$ cat src/core/wdc_pkg.sv
/*
 Shared constants and types of the watchdog down counter: register
 offsets, reset values, control layout, prescaler decode, timing limits.
 Assumes a 32-bit APB register bus decoded on byte offsets.
*/
package wdc_pkg;

   // Byte offsets on the register bus
   localparam logic [7:0] ADDR_RELOAD = 8'h00;
   localparam logic [7:0] ADDR_COUNT  = 8'h04;
   localparam logic [7:0] ADDR_CTRL   = 8'h08;
   localparam logic [7:0] ADDR_STAT   = 8'h0C;
   localparam logic [7:0] ADDR_CLR    = 8'h10;
   localparam logic [7:0] ADDR_IEN    = 8'h14;

   // Values after reset and the control write mask
   localparam logic [31:0] RELOAD_RST   = 32'h0000_0000;
   localparam logic [31:0] COUNT_RST    = 32'h0000_FFFF;
   localparam logic [15:0] CTRL_RST     = 16'h805C;
   localparam logic [15:0] CTRL_WR_MASK = 16'h80DF;

   // Interrupt status layout
   localparam int          IRQ_NUM       = 2;
   localparam int          IRQ_UNDERFLOW = 0;
   localparam int          IRQ_LOADED    = 1;
   localparam logic [1:0]  IEN_RST       = 2'h1;

   // Latency limits in counter clocks and bus clocks
   localparam int LOAD_MAX_TICKS = 5;
   localparam int LAG_MAX_CYC    = 2;

   typedef struct packed {
      logic       debug_halt_control;
      logic [5:0] rsvd_hi;
      logic       load_update_flag;
      logic       underflow_irq_enable;
      logic       underflow_reset_enable;
      logic       rsvd_five;
      logic       counter_enable;
      logic       clock_source_select;
      logic [2:0] prescale_select;
   } wdc_ctrl_t;

   // Last divider state per prescale code: /1, /4, /8 ... /256
   function automatic logic [7:0] prescale_limit(input logic [2:0] code);
      logic [7:0] lim;
      lim = 8'h00;
      unique case (code)
         3'h0: lim = 8'h00;
         3'h1: lim = 8'h03;
         3'h2: lim = 8'h07;
         3'h3: lim = 8'h0F;
         3'h4: lim = 8'h1F;
         3'h5: lim = 8'h3F;
         3'h6: lim = 8'h7F;
         3'h7: lim = 8'hFF;
      endcase
      return lim;
   endfunction

endpackage

$ cat src/core/wdc_top.sv
/*
 Watchdog down counter with its APB register slave, prescaler and
 interrupt logic.
 Assumes one 100 MHz clock, an asynchronous external count clock pin and
 a debug halt level from the processor on the same clock.
*/

// How it works
// - A 32-bit counter counts down and on reaching zero raises an interrupt or a reset.
// - The current count register reads the live value of the down counter.
// - After reset the control register selects enabled counting with reset on underflow.
// - The counter only moves while the counter enable bit 4 is set.
// - When bit 4 is set by a write the count starts from the reload register; after reset it starts from COUNT_RST.
// - With reset enable bit 6 set, reaching zero asserts the watchdog reset.
// - In interrupt mode the counter reloads itself after reaching zero.
// - That automatic reload only happens while the interrupt enable bit is set.
// - A written reload value reaches the counter within five counter clocks.
// - Interrupt and readable count lag the counter by at most two bus clocks.
// - Clock select bit 3 picks the bus clock at 0 and the external clock at 1.
// - The 3-bit prescaler divides by 1, 4, 8, 16, 32, 64, 128 or 256.
// - Time-out is reload value times the counter clock period plus sync latency.
module wdc_top (
   input  wire logic        clock_i,
   input  wire logic        rst_b_i,
   input  wire logic        psel_i,
   input  wire logic        penable_i,
   input  wire logic        pwrite_i,
   input  wire logic [7:0]  paddr_i,
   input  wire logic [31:0] pwdata_i,
   input  wire logic        ext_clk_i,
   input  wire logic        debug_halt_i,
   output logic [31:0]      prdata_o,
   output logic             pready_o,
   output logic             pslverr_o,
   output logic             irq_o,
   output logic             wdt_reset_o
);

   // Register state
   wdc_pkg::wdc_ctrl_t ctrl_ff;
   logic [31:0]        reload_ff;
   logic [31:0]        count_ff;
   logic               pending_ff;
   logic               upd_ff;
   logic               en_prev_ff;
   logic               wdt_reset_ff;

   // Bus slave state
   logic               pready_ff;
   logic [31:0]        prdata_ff;
   logic               pslverr_ff;

   // Combinational terms
   logic               setup;
   logic               access;
   logic               wr;
   logic [31:0]        rdata;
   logic               err;
   logic               freeze;
   logic               run;
   logic               tick;
   logic               start;
   logic               step;
   logic               take;
   logic               uf;
   logic [wdc_pkg::IRQ_NUM-1:0] irq_set;
   logic [wdc_pkg::IRQ_NUM-1:0] status;
   logic [wdc_pkg::IRQ_NUM-1:0] ien;

   // APB phases: one setup, one access, no wait states
   assign setup  = psel_i & ~penable_i;
   assign access = psel_i & penable_i & pready_ff;
   assign wr     = access & pwrite_i;

   // Debug freeze when the run-in-debug bit is clear
   assign freeze = debug_halt_i & ~ctrl_ff.debug_halt_control;
   assign run    = ctrl_ff.counter_enable & ~freeze;

   wdc_prescaler u_prescaler (
      .clock_i   (clock_i),
      .rst_b_i   (rst_b_i),
      .ext_clk_i (ext_clk_i),
      .run_i     (run),
      .src_sel_i (ctrl_ff.clock_source_select),
      .code_i    (ctrl_ff.prescale_select),
      .tick_o    (tick)
   );

   // Counter events
   assign start = ctrl_ff.counter_enable & ~en_prev_ff;
   assign step  = tick & run & ~start;
   assign take  = step & pending_ff;
   // Zero is reached on the step out of one
   assign uf    = step & ~pending_ff & (count_ff == 32'h0000_0001);

   // Control register
   always_ff @(posedge clock_i) begin
      if (!rst_b_i) begin
         ctrl_ff <= wdc_pkg::wdc_ctrl_t'(wdc_pkg::CTRL_RST);
      end else if (wr && paddr_i == wdc_pkg::ADDR_CTRL) begin
         ctrl_ff <= wdc_pkg::wdc_ctrl_t'(pwdata_i[15:0] & wdc_pkg::CTRL_WR_MASK);
      end
   end

   // Reload register
   always_ff @(posedge clock_i) begin
      if (!rst_b_i) begin
         reload_ff <= wdc_pkg::RELOAD_RST;
      end else if (wr && paddr_i == wdc_pkg::ADDR_RELOAD) begin
         reload_ff <= pwdata_i;
      end
   end

   // Enable edge detector
   always_ff @(posedge clock_i) begin
      if (!rst_b_i) begin
         en_prev_ff <= 1'b1;
      end else begin
         en_prev_ff <= ctrl_ff.counter_enable;
      end
   end

   // A reload write retargets the count only while counting is enabled
   always_ff @(posedge clock_i) begin
      if (!rst_b_i) begin
         pending_ff <= 1'b0;
      end else if (wr && paddr_i == wdc_pkg::ADDR_RELOAD) begin
         pending_ff <= ctrl_ff.counter_enable;
      end else if (take || start) begin
         pending_ff <= 1'b0;
      end
   end

   // Update flag: cleared by a new reload write, set when it is taken
   always_ff @(posedge clock_i) begin
      if (!rst_b_i) begin
         upd_ff <= 1'b0;
      end else if (wr && paddr_i == wdc_pkg::ADDR_RELOAD) begin
         upd_ff <= 1'b0;
      end else if (take) begin
         upd_ff <= 1'b1;
      end
   end

   // Down counter
   always_ff @(posedge clock_i) begin
      if (!rst_b_i) begin
         count_ff <= wdc_pkg::COUNT_RST;
      end else if (start) begin
         count_ff <= reload_ff;
      end else if (take) begin
         count_ff <= reload_ff;
      end else if (step) begin
         if (count_ff != 32'h0000_0000) begin
            count_ff <= count_ff - 32'h0000_0001;
         end else if (ctrl_ff.underflow_irq_enable) begin
            // Restarts the count from the reload value so the next interrupt follows one period later
            count_ff <= reload_ff;
         end
      end
   end

   // Watchdog reset holds until the system reset clears it
   always_ff @(posedge clock_i) begin
      if (!rst_b_i) begin
         wdt_reset_ff <= 1'b0;
      end else if (uf && ctrl_ff.underflow_reset_enable) begin
         wdt_reset_ff <= 1'b1;
      end
   end

   // Interrupt sources
   always_comb begin
      irq_set = '0;
      irq_set[wdc_pkg::IRQ_UNDERFLOW] = uf & ctrl_ff.underflow_irq_enable;
      irq_set[wdc_pkg::IRQ_LOADED]    = take;
   end

   wdc_irq #(
      .N (wdc_pkg::IRQ_NUM)
   ) u_irq (
      .clock_i  (clock_i),
      .rst_b_i  (rst_b_i),
      .set_i    (irq_set),
      .clr_wr_i (wr && paddr_i == wdc_pkg::ADDR_CLR),
      .ien_wr_i (wr && paddr_i == wdc_pkg::ADDR_IEN),
      .wdata_i  (pwdata_i[wdc_pkg::IRQ_NUM-1:0]),
      .status_o (status),
      .ien_o    (ien),
      .irq_o    (irq_o)
   );

   // Read data and error decode
   always_comb begin
      rdata = 32'h0000_0000;
      err   = 1'b0;
      unique case (paddr_i)
         wdc_pkg::ADDR_RELOAD: begin
            rdata = reload_ff;
         end
         wdc_pkg::ADDR_COUNT: begin
            rdata = count_ff;
            err   = pwrite_i;
         end
         wdc_pkg::ADDR_CTRL: begin
            rdata[15:0] = ctrl_ff;
            rdata[8]    = upd_ff;
         end
         wdc_pkg::ADDR_STAT: begin
            rdata[wdc_pkg::IRQ_NUM-1:0] = status;
            err = pwrite_i;
         end
         wdc_pkg::ADDR_CLR: begin
            rdata = 32'h0000_0000;
         end
         wdc_pkg::ADDR_IEN: begin
            rdata[wdc_pkg::IRQ_NUM-1:0] = ien;
         end
         default: begin
            err = 1'b1;
         end
      endcase
   end

   // Answer is prepared in setup and shown in access
   always_ff @(posedge clock_i) begin
      if (!rst_b_i) begin
         pready_ff  <= 1'b0;
         prdata_ff  <= 32'h0000_0000;
         pslverr_ff <= 1'b0;
      end else begin
         pready_ff  <= setup;
         pslverr_ff <= setup & err;
         if (setup) begin
            prdata_ff <= pwrite_i ? 32'h0000_0000 : rdata;
         end
      end
   end

   assign prdata_o    = prdata_ff;
   assign pready_o    = pready_ff;
   assign pslverr_o   = pslverr_ff;
   assign wdt_reset_o = wdt_reset_ff;

   localparam int LAG_MIN = 1;
   localparam int LAG_MAX = 2;
endmodule

$ cat src/core/wdc_prescaler.sv
/*
 Counter clock generator: picks the bus clock or the synchronised
 external clock and divides it to a one-cycle count tick.
 Assumes ext_clk_i is asynchronous and slower than half of clock_i.
*/
module wdc_prescaler (
   input  wire logic       clock_i,
   input  wire logic       rst_b_i,
   input  wire logic       ext_clk_i,
   input  wire logic       run_i,
   input  wire logic       src_sel_i,
   input  wire logic [2:0] code_i,
   output logic            tick_o
);
   logic       sync1_ff;
   logic       sync2_ff;
   logic       prev_ff;
   logic [7:0] div_ff;
   logic       tick_ff;
   logic       base;
   logic       wrap;

   always_ff @(posedge clock_i) begin
      if (!rst_b_i) begin
         sync1_ff <= 1'b0;
         sync2_ff <= 1'b0;
         prev_ff  <= 1'b0;
      end else begin
         sync1_ff <= ext_clk_i;
         sync2_ff <= sync1_ff;
         prev_ff  <= sync2_ff;
      end
   end

   assign base = src_sel_i ? (sync2_ff & ~prev_ff) : 1'b1;
   // Compare with >= so a code change mid-period cannot overrun
   assign wrap = div_ff >= wdc_pkg::prescale_limit(code_i);

   always_ff @(posedge clock_i) begin
      if (!rst_b_i || !run_i) begin
         div_ff <= 8'h00;
      end else if (base) begin
         div_ff <= wrap ? 8'h00 : div_ff + 8'h01;
      end
   end

   always_ff @(posedge clock_i) begin
      if (!rst_b_i) begin
         tick_ff <= 1'b0;
      end else begin
         tick_ff <= run_i & base & wrap;
      end
   end

   assign tick_o = tick_ff;
endmodule

$ cat src/core/wdc_irq.sv
/*
 Sticky interrupt status with write-one-to-clear, an enable register of
 the same layout and one registered level interrupt.
 Assumes set and write strobes are one-cycle pulses on clock_i.
*/
module wdc_irq #(
   parameter int N = 2
) (
   input  wire logic         clock_i,
   input  wire logic         rst_b_i,
   input  wire logic [N-1:0] set_i,
   input  wire logic         clr_wr_i,
   input  wire logic         ien_wr_i,
   input  wire logic [N-1:0] wdata_i,
   output logic [N-1:0]      status_o,
   output logic [N-1:0]      ien_o,
   output logic              irq_o
);
   logic [N-1:0] status_ff;
   logic [N-1:0] ien_ff;
   logic         irq_ff;

   // Set wins over a clear in the same cycle
   always_ff @(posedge clock_i) begin
      if (!rst_b_i) begin
         status_ff <= '0;
      end else begin
         status_ff <= (status_ff & ~(clr_wr_i ? wdata_i : '0)) | set_i;
      end
   end

   always_ff @(posedge clock_i) begin
      if (!rst_b_i) begin
         ien_ff <= N'(wdc_pkg::IEN_RST);
      end else if (ien_wr_i) begin
         ien_ff <= wdata_i;
      end
   end

   always_ff @(posedge clock_i) begin
      if (!rst_b_i) begin
         irq_ff <= 1'b0;
      end else begin
         irq_ff <= |(status_ff & ien_ff);
      end
   end

   assign status_o = status_ff;
   assign ien_o    = ien_ff;
   assign irq_o    = irq_ff;
endmodule

$ cat config.mk
export PLATFORM = sky130hd
export DESIGN_NAME = wdc_top
export DESIGN_NICKNAME = d
export VERILOG_FILES = /design/src/core/wdc_pkg.sv /design/src/core/wdc_top.sv /design/src/core/wdc_prescaler.sv /design/src/core/wdc_irq.sv
export SDC_FILE = /design/constraint.sdc
export NUM_CORES = 1
export LEC_CHECK = 0
export BUFFER_PORTS_ARGS = -buffer_cell sky130_fd_sc_hd__buf_2
export CAP_MARGIN = 20
export CORE_MARGIN = 3
export CORE_UTILIZATION = 50
export DETAILED_ROUTE_END_ITERATION = 8
export GPL_ROUTABILITY_DRIVEN = 0
export MAX_ROUTING_LAYER = met4
export PLACE_DENSITY = 0.72
export SLEW_MARGIN = 15
export SYNTH_ARGS = -nofsm -noshare
export SYNTH_HDL_FRONTEND = slang
export SYNTH_HIERARCHICAL = 1
export SYNTH_SLANG_ARGS = --single-unit
$ cat constraint.sdc
create_clock -name clock_i -period 2.98 [get_ports clock_i]
set_input_delay 0.149 -clock clock_i [delete_from_list [all_inputs] [get_ports clock_i]]
set_output_delay 0.149 -clock clock_i [all_outputs]
set_load 0.02 [all_outputs]
---- Word level (Yosys, flattened, before mapping) ----
Memories as Yosys holds them, arrays and structs flattened. A register that Yosys moved wholly into a read port is not among the register bits.
Index checks and enable logic that the tools add are counted.
word-level totals
  flip-flop bits (word level) ............. 127
  latch bits .............................. 0
  memory bits (writable) .................. 0
  memory bits (read-only) ................. 64
  input bits .............................. 47
  output and inout port bits .............. 36
  word-level logic and storage cells ...... 98
  memories kept ........................... 1
memory list
  name             words  bits a word  read ports  clocked after memory_dff  wr ports  RTL line       text
  (no name shown)  8      8            1           1                         0         wdc_pkg.sv:48  unique case (code)
cells by class
  add/subtract/negate cells ............... 2
  $mul .................................... 0
  div/mod/pow operators ................... 0
  order comparisons ....................... 1
  equality and inequality tests ........... 6
  shift operators ......................... 0
  muxes and demuxes ....................... 17
  bitwise operators ....................... 29
  reduce and logical (&&, ||, !) cells .... 19
operators by type and width
  operator                 count
  $mux W32                 6
  $pmux W14 S3             1
  $eq A32 B1 Y1 const B    1
  $pmux W16 S2             1
  $reduce_bool A32 Y1      1
  $sub A32 B1 Y32 const B  1
  $and A1 B1 Y1            17
  $eq A8 B4 Y1 const B     2
  $eq A8 B5 Y1 const B     2
  $pmux W2 S5              1
  $add A8 B1 Y8 const B    1
  $eq A8 B3 Y1 const B     1
  $ge A8 B8 Y1             1
  $logic_not A8 Y1         1
  $mux W8                  1
  $not A1 Y1               8
  $mux W3                  2
  $reduce_or A2 Y1         3
  $logic_and A1 B1 Y1      5
  $and A2 B2 Y2            2
  $reduce_bool A4 Y1       1
  $reduce_or A4 Y1         1
  $mux W1                  3
  $reduce_bool A3 Y1       1
  other kinds (8)          10

---- Logic depth before layout (Yosys ltp) ----
Gate-level depths: netlist of run 1.
  word-level depth ........................ 10
  mapped depth ............................ 10
  gate-level depth less buffers ........... 8

---- Hierarchy ----
Netlist of run 1, hierarchy kept.
by module, submodules not included
  module         times used  cells each  area each (um^2)  sequential area each (um^2)
  wdc_top        1           664         5,335.1           2,202.1
  wdc_prescaler  1           88          804.5             240.2
  wdc_irq        1           17          173.9             100.1

---- Worst setup path before layout of run 1 ----
No wires, ideal clock.
  path kind ............................... reg2reg
  from .................................... register count_ff[0]
  to ...................................... register count_ff[28]
  arrival time ............................ 2.524 ns
  slack ................................... 0.339 ns
  stages on the path, launching flop included .. 10
  path buffers ............................ 1
  clock period less this slack ............ 2.641 ns
  cell sequence ........................... dfxtp_1 -> inv_1 -> ha_1 -> or3b_2 -> or4_1 -> buf_2 -> or2_1 -> or3_1 -> a22o_1 -> a22o_1
on the way
  word-level cells in the longest chain between the ends .. 5
  elaborated cells between the ends (all ways) .. 8
ends and longest elaborated chain
  element                                                 RTL line                        text
  start: declaration                                      wdc_top.sv:42                   logic [31:0] count_ff;
  start signal: assignment                                wdc_top.sv:148                  count_ff <= wdc_pkg::COUNT_RST;
  start signal: assignment                                wdc_top.sv:150                  count_ff <= reload_ff;
  start signal: assignment                                wdc_top.sv:152                  count_ff <= reload_ff;
  $sub A32 B1 Y32 or $reduce_bool A32 Y1 (tied branches)  wdc_top.sv:155, wdc_top.sv:154
  $mux W32                                                wdc_top.sv:154                  if (count_ff != 32'h0000_0000) begin
  $mux W32                                                wdc_top.sv:153                  end else if (step) begin
  $mux W32                                                wdc_top.sv:151                  end else if (take) begin
  $mux W32                                                wdc_top.sv:149                  end else if (start) begin
Several ways; a longest one is shown, not always the timed one. The select of a mux whose other input is x is not followed.
A chain may end at the register's enable or synchronous reset.

---- Worst setup path in the final report of run 1 ----
  from .................................... register count_ff[1]
  to ...................................... register count_ff[28]
Same word-level chain as after synthesis.

==> impl_metrics.toml, run 1 <==
[setup_path]
critPathBufInv = 1
cp-end-kind = "flip-flop"
timing.rr.start = "count_ff[1]$_SDFFE_PN1P_"
crit_arrival_ns = 3.13
crit_slowest_cell = "or4_1"
max_stage_delay_ns = 0.53
start_kind = "flip-flop"
rr_endpoint = "count_ff[28]$_SDFFE_PN0P_"
criticalPathCategory = "flip-flop to flip-flop"
r2r_cells = 8
rrSetupSlack_ns = 0.16
cp_cell_sequence = "inv_1, ha_1, or3b_2, or4_1, or2_1, or3_1, a22o_1, a22o_1"
path_max_fanout = 4
worstPathRequired_ns = 3.29
crit_family = "simple AND/OR/NAND/NOR gates"
crit_path_frequent_cell = "a22o_1"

[sta]
hold_viol = 0
tns_ns = 0
layout_setup_ws_ns = 0.160
rsz0062_at_grt = "false"
period_minus_slack_ns = 2.82
maxSlewViolCount = 0
max_freq_mhz = 355
skew_ns = 0.00640
worst_pin_slew_ns = 0.972
fin_crit_sh = 0.946
slew_headroom = 0.351
setup_violations = 0
hold_ws_ns = 0.0435

[final_layout]
post-route-util = 0.649
fin_area_um2 = 7900
nets = 941
antennaDiodeCount = 0
fillers = 1031
layout-drive-gt1-share = 0.189
synthToLayoutAreaGrowth_pct = 25.1
final_cells = 1064

[logic_synthesis]
ys_ff_latch = 127
yosysMostFrequentCell = "dfxtp_1"
synth_cell_types = 65
yosys_warnings = 6
synthCells = 769
synth_top_area_cell = "dfxtp_1"
ys.flop_type = "dfxtp_1"
synthArstFlopShare = 0
synth_fp_nets = 827
ys_top_cells_by_count = "127 x dfxtp_1, 117 x nand2_1, 61 x nor2_1"
synth-edff-count = 0
syn_area_per_cell_um2 = 8.21
yosysTopAreaCellShare = 0.403
synth_area_um2 = 6310
ys_top_cells_by_area = "dfxtp_1 40%, nand2_1 7.0%, a21oi_1 4.7%"
yosysSeqAreaShare = 0.403

[grt]
grt_pass1_wl_um = 29700
track_usage = 0.265
grt_pass1_vias = 5977
grt_max_degree = 36
grt-ovfl-total = 0
antenna_found_initial = 0

[floorplan]
num_rows = 40
core_um2 = 12200
io_pins = 83
fp.dieW_um = 118
dieArea_um2 = 14000
start_util = 0.519
die_y_um = 118

[run_status]
status = "complete, no violations"

[placement]
hpwl_um = 12400
dpl-instance-area_um2 = 6980
dp_cells = 999
dpl_worst_slack_ns = 0.222
io_buffers = 82

[pwr]
p_total_mw = 3.91
power_density_nw_per_um2 = 495
p_leak_nw = 3.17
ir_drop_v = 0.000385

[worst_hold_path]
min_from = "paddr_i[6]"
hold_path_class = "primary input to flip-flop"
hold_path_depth = 3
hold_end = "pslverr_o$_SDFF_PN0_"

[clock_network]
clk_pin_slew_ns = 0.06
cts_tree = "yes"
cts_resized = 0
clockBufferDepth = 2
clock-root-buffer = "clkbuf_16"
cts.sinks = 127
clock_latency_ns = 0.42
cts_buffers = 17
htree_levels = 4

[detailed_routing]
vias = 6273
via_per_inst = 5.90
wire_per_inst_um = 16.9
routed_wl_um = 18000
drt_iter0_markers = 504
ant_nets = 0
drc = 0
drtPass1Iterations = 7

[flow_run]
maxCapViolations = 0
per-layer routing:
layer,part of all wire,up-vias,track usage,routed length [um]
met5,0,-,-,0
met4,0.023,0,0.0912,412
met3,0.064,49,0.0641,1150
met2,0.47,257,0.413,8530
met1,0.44,2912,0.339,7890
li1,-,3055,-,-
layout make-up:
cell class | instances | area, um^2 | area share
multi-input cells | 572 | 3490 | 0.442
flip-flops and latches | 127 | 2540 | 0.322
repair buffers | 142 | 981 | 0.124
clock buffers | 21 | 470 | 0.0596
well taps | 168 | 210 | 0.0266
clock inverters | 11 | 114 | 0.0144
inverters | 23 | 86.3 | 0.0109
worst min-delay path: stages:
cell and delay [ns]:
buf_2 0.09, nor2b_1 0.07, a21oi_1 0.11
cell usage in the layout, fill, tap and decap left out, drive strengths merged, types with 8 or more instances in the layout:
| master | instances |
|---|---|
| a21oi | 60 |
| a22o | 10 |
| a22oi | 24 |
| a2bb2oi | 14 |
| a32oi | 11 |
| and2 | 12 |
| buf | 109 |
| clkbuf | 21 |
| dfxtp | 127 |
| dlygate4sd3 | 33 |
| ha | 11 |
| inv | 23 |
| mux2i | 18 |
| nand2 | 117 |
| nand3 | 29 |
| nor2 | 61 |
| nor3 | 21 |
| nor4 | 14 |
| o21ai | 45 |
| o22ai | 9 |
| or3 | 16 |
| or4 | 8 |
sequential cells by signal, indices dropped and copies added, names as in the netlist, 2 cells and up:
signal and flops:
count_ff 32, prdata_o 32, reload_ff 32, ctrl_ff 8, u_prescaler/div_ff 8, u_irq/ien_o 2, u_irq/status_o 2
what timing repair did:
item,in CTS,in global routing
endpoints found under the hold margin,39,0
setup buffers,0,0
hold buffers,33,0
logic make-up after synthesis:
kind of cell | Yosys count | share of synthesized area
AO/OA/AOI/OAI | 221 | 0.238
adder cells (fa/ha/maj) | 11 | 0.0218
buffers and inverters | 70 | 0.0450
flip-flops | 127 | 0.403
multiplexers | 27 | 0.0482
AND/OR/NAND/NOR | 313 | 0.244
power breakdown:
group	switching, mW	internal, mW
Combinational	0.0963	0.0849
Clock	0.738	1.29
Sequential	0.00224	1.70
Total	0.836	3.07
worst max path at each step:
stage	slack [ns]	cells after the start	to	startpoint
floorplan	0.34	9	count_ff[28]$_SDFFE_PN0P_	count_ff[0]$_SDFFE_PN1P_
global placement	0.27	8	count_ff[28]$_SDFFE_PN0P_	count_ff[0]$_SDFFE_PN1P_
detailed placement	0.22	8	count_ff[28]$_SDFFE_PN0P_	count_ff[0]$_SDFFE_PN1P_
CTS	0.21	8	count_ff[28]$_SDFFE_PN0P_	count_ff[1]$_SDFFE_PN1P_
global route	0.05	9	count_ff[15]$_SDFFE_PN1P_	count_ff[0]$_SDFFE_PN1P_
finish	0.16	8	count_ff[28]$_SDFFE_PN0P_	count_ff[1]$_SDFFE_PN1P_
Power figures use the tool's default switching activity.
==> run 2: changes to the inputs <==
--- a/config.mk
+++ b/config.mk
@@ -13,5 +13,5 @@
 export GPL_ROUTABILITY_DRIVEN = 0
 export MAX_ROUTING_LAYER = met4
-export PLACE_DENSITY = 0.72
+export PLACE_DENSITY = 0.83
 export SLEW_MARGIN = 15
 export SYNTH_ARGS = -nofsm -noshare
==> constraint.sdc (replaced) <==
create_clock -name clock_i -period 2.98 [get_ports clock_i]
set_input_delay 0.149 -clock clock_i [delete_from_list [all_inputs] [get_ports clock_i]]
set_output_delay 0.149 -clock clock_i [all_outputs]
set_load 0.1 [all_outputs]
==> run 2 against run 1 <==
Utilization grew 0.082 points; clock skew is essentially flat; final cell count is essentially flat; combinational power grew 4%; sequential power is essentially flat; register-to-register slack gained 0.03 ns; die area is the same; global-route usage shrank 0.24 points; via count grew 0.43%; critical path type unchanged; largest power group unchanged.
==> impl_metrics.toml, run 2 (synthesis results as in run 1) <==
[detailed_routing]
ant_nets = 0
routed_wl_um = 17900
drc = 0
drt_iter0_markers = 460
drtPass1Iterations = 9
wire_per_inst_um = 16.8
via_per_inst = 5.93
vias = 6300

[placement]
dpl_worst_slack_ns = 0.220
io_buffers = 82
hpwl_um = 12000

[clock_network]
cts.sinks = 127
clockBufferDepth = 2
post_cts_buffers = 0
htree_levels = 4
cts_buffers = 17
clk_pin_slew_ns = 0.06
clock-root-buffer = "clkbuf_16"
clock_latency_ns = 0.42
cts_tree = "yes"

[worst_hold_path]
hold_path_depth = 3
hold_path_class = "primary input to flip-flop"
hold_end = "reload_ff[16]$_SDFFE_PN0P_"
min_from = "pwdata_i[16]"

[setup_path]
crit_arrival_ns = 3.10
cp-end-kind = "flip-flop"
r2r_cells = 8
rr_endpoint = "count_ff[28]$_SDFFE_PN0P_"
start_kind = "flip-flop"
criticalPathCategory = "flip-flop to flip-flop"
timing.rr.start = "count_ff[1]$_SDFFE_PN1P_"
rrSetupSlack_ns = 0.19
path_max_fanout = 4
worstPathRequired_ns = 3.29

[sta]
period_minus_slack_ns = 2.79
hold_viol = 0
setup_violations = 0
slew_headroom = 0.369
fin_crit_sh = 0.937
hold_ws_ns = 0.00703
maxSlewViolCount = 0
tns_ns = 0
max_freq_mhz = 358
rsz0062_at_grt = "false"
skew_ns = 0.00688
layout_setup_ws_ns = 0.189
worst_pin_slew_ns = 0.943

[floorplan]
io_pins = 83
fp.dieW_um = 118
num_rows = 40
die_y_um = 118
start_util = 0.519
dieArea_um2 = 14000
core_um2 = 12200

[pwr]
p_total_mw = 4.02
p_leak_nw = 3.17
ir_drop_v = 0.000488
power_density_nw_per_um2 = 509

[final_layout]
synthToLayoutAreaGrowth_pct = 25.3
final_cell_mix = "127 x dfxtp_1, 117 x nand2_1, 82 x buf_2"
antennaDiodeCount = 0
nets = 940
final_common_cell = "dfxtp_1"
layout-drive-gt1-share = 0.187

[grt]
grt-ovfl-total = 0
antenna_found_initial = 0
grt_pass1_wl_um = 29700
track_usage = 0.263
grt_max_degree = 68
grt_pass1_vias = 6097

[run_status]
status = "complete, no violations"

[flow_run]
maxCapViolations = 0
[run 2: how the worst max path moves through the flow]
stage / startpoint / slack [ns] / endpoint / cells after the start
3_3_place_gp: count_ff[0]$_SDFFE_PN1P_ / 0.26 / count_ff[28]$_SDFFE_PN0P_ / 8
3_5_place_dp: count_ff[0]$_SDFFE_PN1P_ / 0.22 / count_ff[28]$_SDFFE_PN0P_ / 8
2_1_floorplan: count_ff[0]$_SDFFE_PN1P_ / 0.34 / count_ff[28]$_SDFFE_PN0P_ / 9
5_1_grt: count_ff[1]$_SDFFE_PN1P_ / 0.03 / count_ff[28]$_SDFFE_PN0P_ / 8
6_report: count_ff[1]$_SDFFE_PN1P_ / 0.19 / count_ff[28]$_SDFFE_PN0P_ / 8
4_1_cts: count_ff[1]$_SDFFE_PN1P_ / 0.20 / count_ff[28]$_SDFFE_PN0P_ / 8
[run 2: layout make-up]
class | count | area (um^2)
clock buffer | 20 | 437
sequential | 127 | 2540
clock inverter | 12 | 168
inverter | 23 | 86.3
multi-input combinational | 572 | 3490
tap | 168 | 210
fill | 1003 | 4250
timing repair buffer | 141 | 971
[run 2: power breakdown]
group	internal [mW]	switching [mW]
Combinational	0.0842	0.104
Sequential	1.70	0.00217
Clock	1.39	0.743
Total	3.18	0.849
[run 2: per-stage QoR]
stage / cell area [um^2] / std cells / util
floorplan: 6310 / 769 / -
global placement: 6980 / 999 / 0.574
detailed placement: 6980 / 999 / 0.574
CTS: 7910 / 1063 / 0.650
global route: 7910 / 1063 / 0.650
finish: 7910 / 1063 / 0.650
[run 2: worst max-delay path, stage by stage, from the launching register on]
cell and delay, ns:
dfxtp_1 0.33, inv_1 0.11, ha_1 0.21, or3b_2 0.50, or4_1 0.53, or2_1 0.30, or3_1 0.33, a22o_1 0.20
a22o_1 0.18
[run 2: repair_timing]
action / in CTS / in global routing
resized for setup: 0 / 0
hold endpoints to repair: 39 / 0
hold buffers: 32 / 0
[run 2: metal layers]
layer	share of wire	GRT usage	vias up
li1	-	-	3050
met1	0.43	0.317	2934
met2	0.46	0.420	274
met3	0.081	0.0722	42
met4	0.024	0.102	0
met5	0	-	-
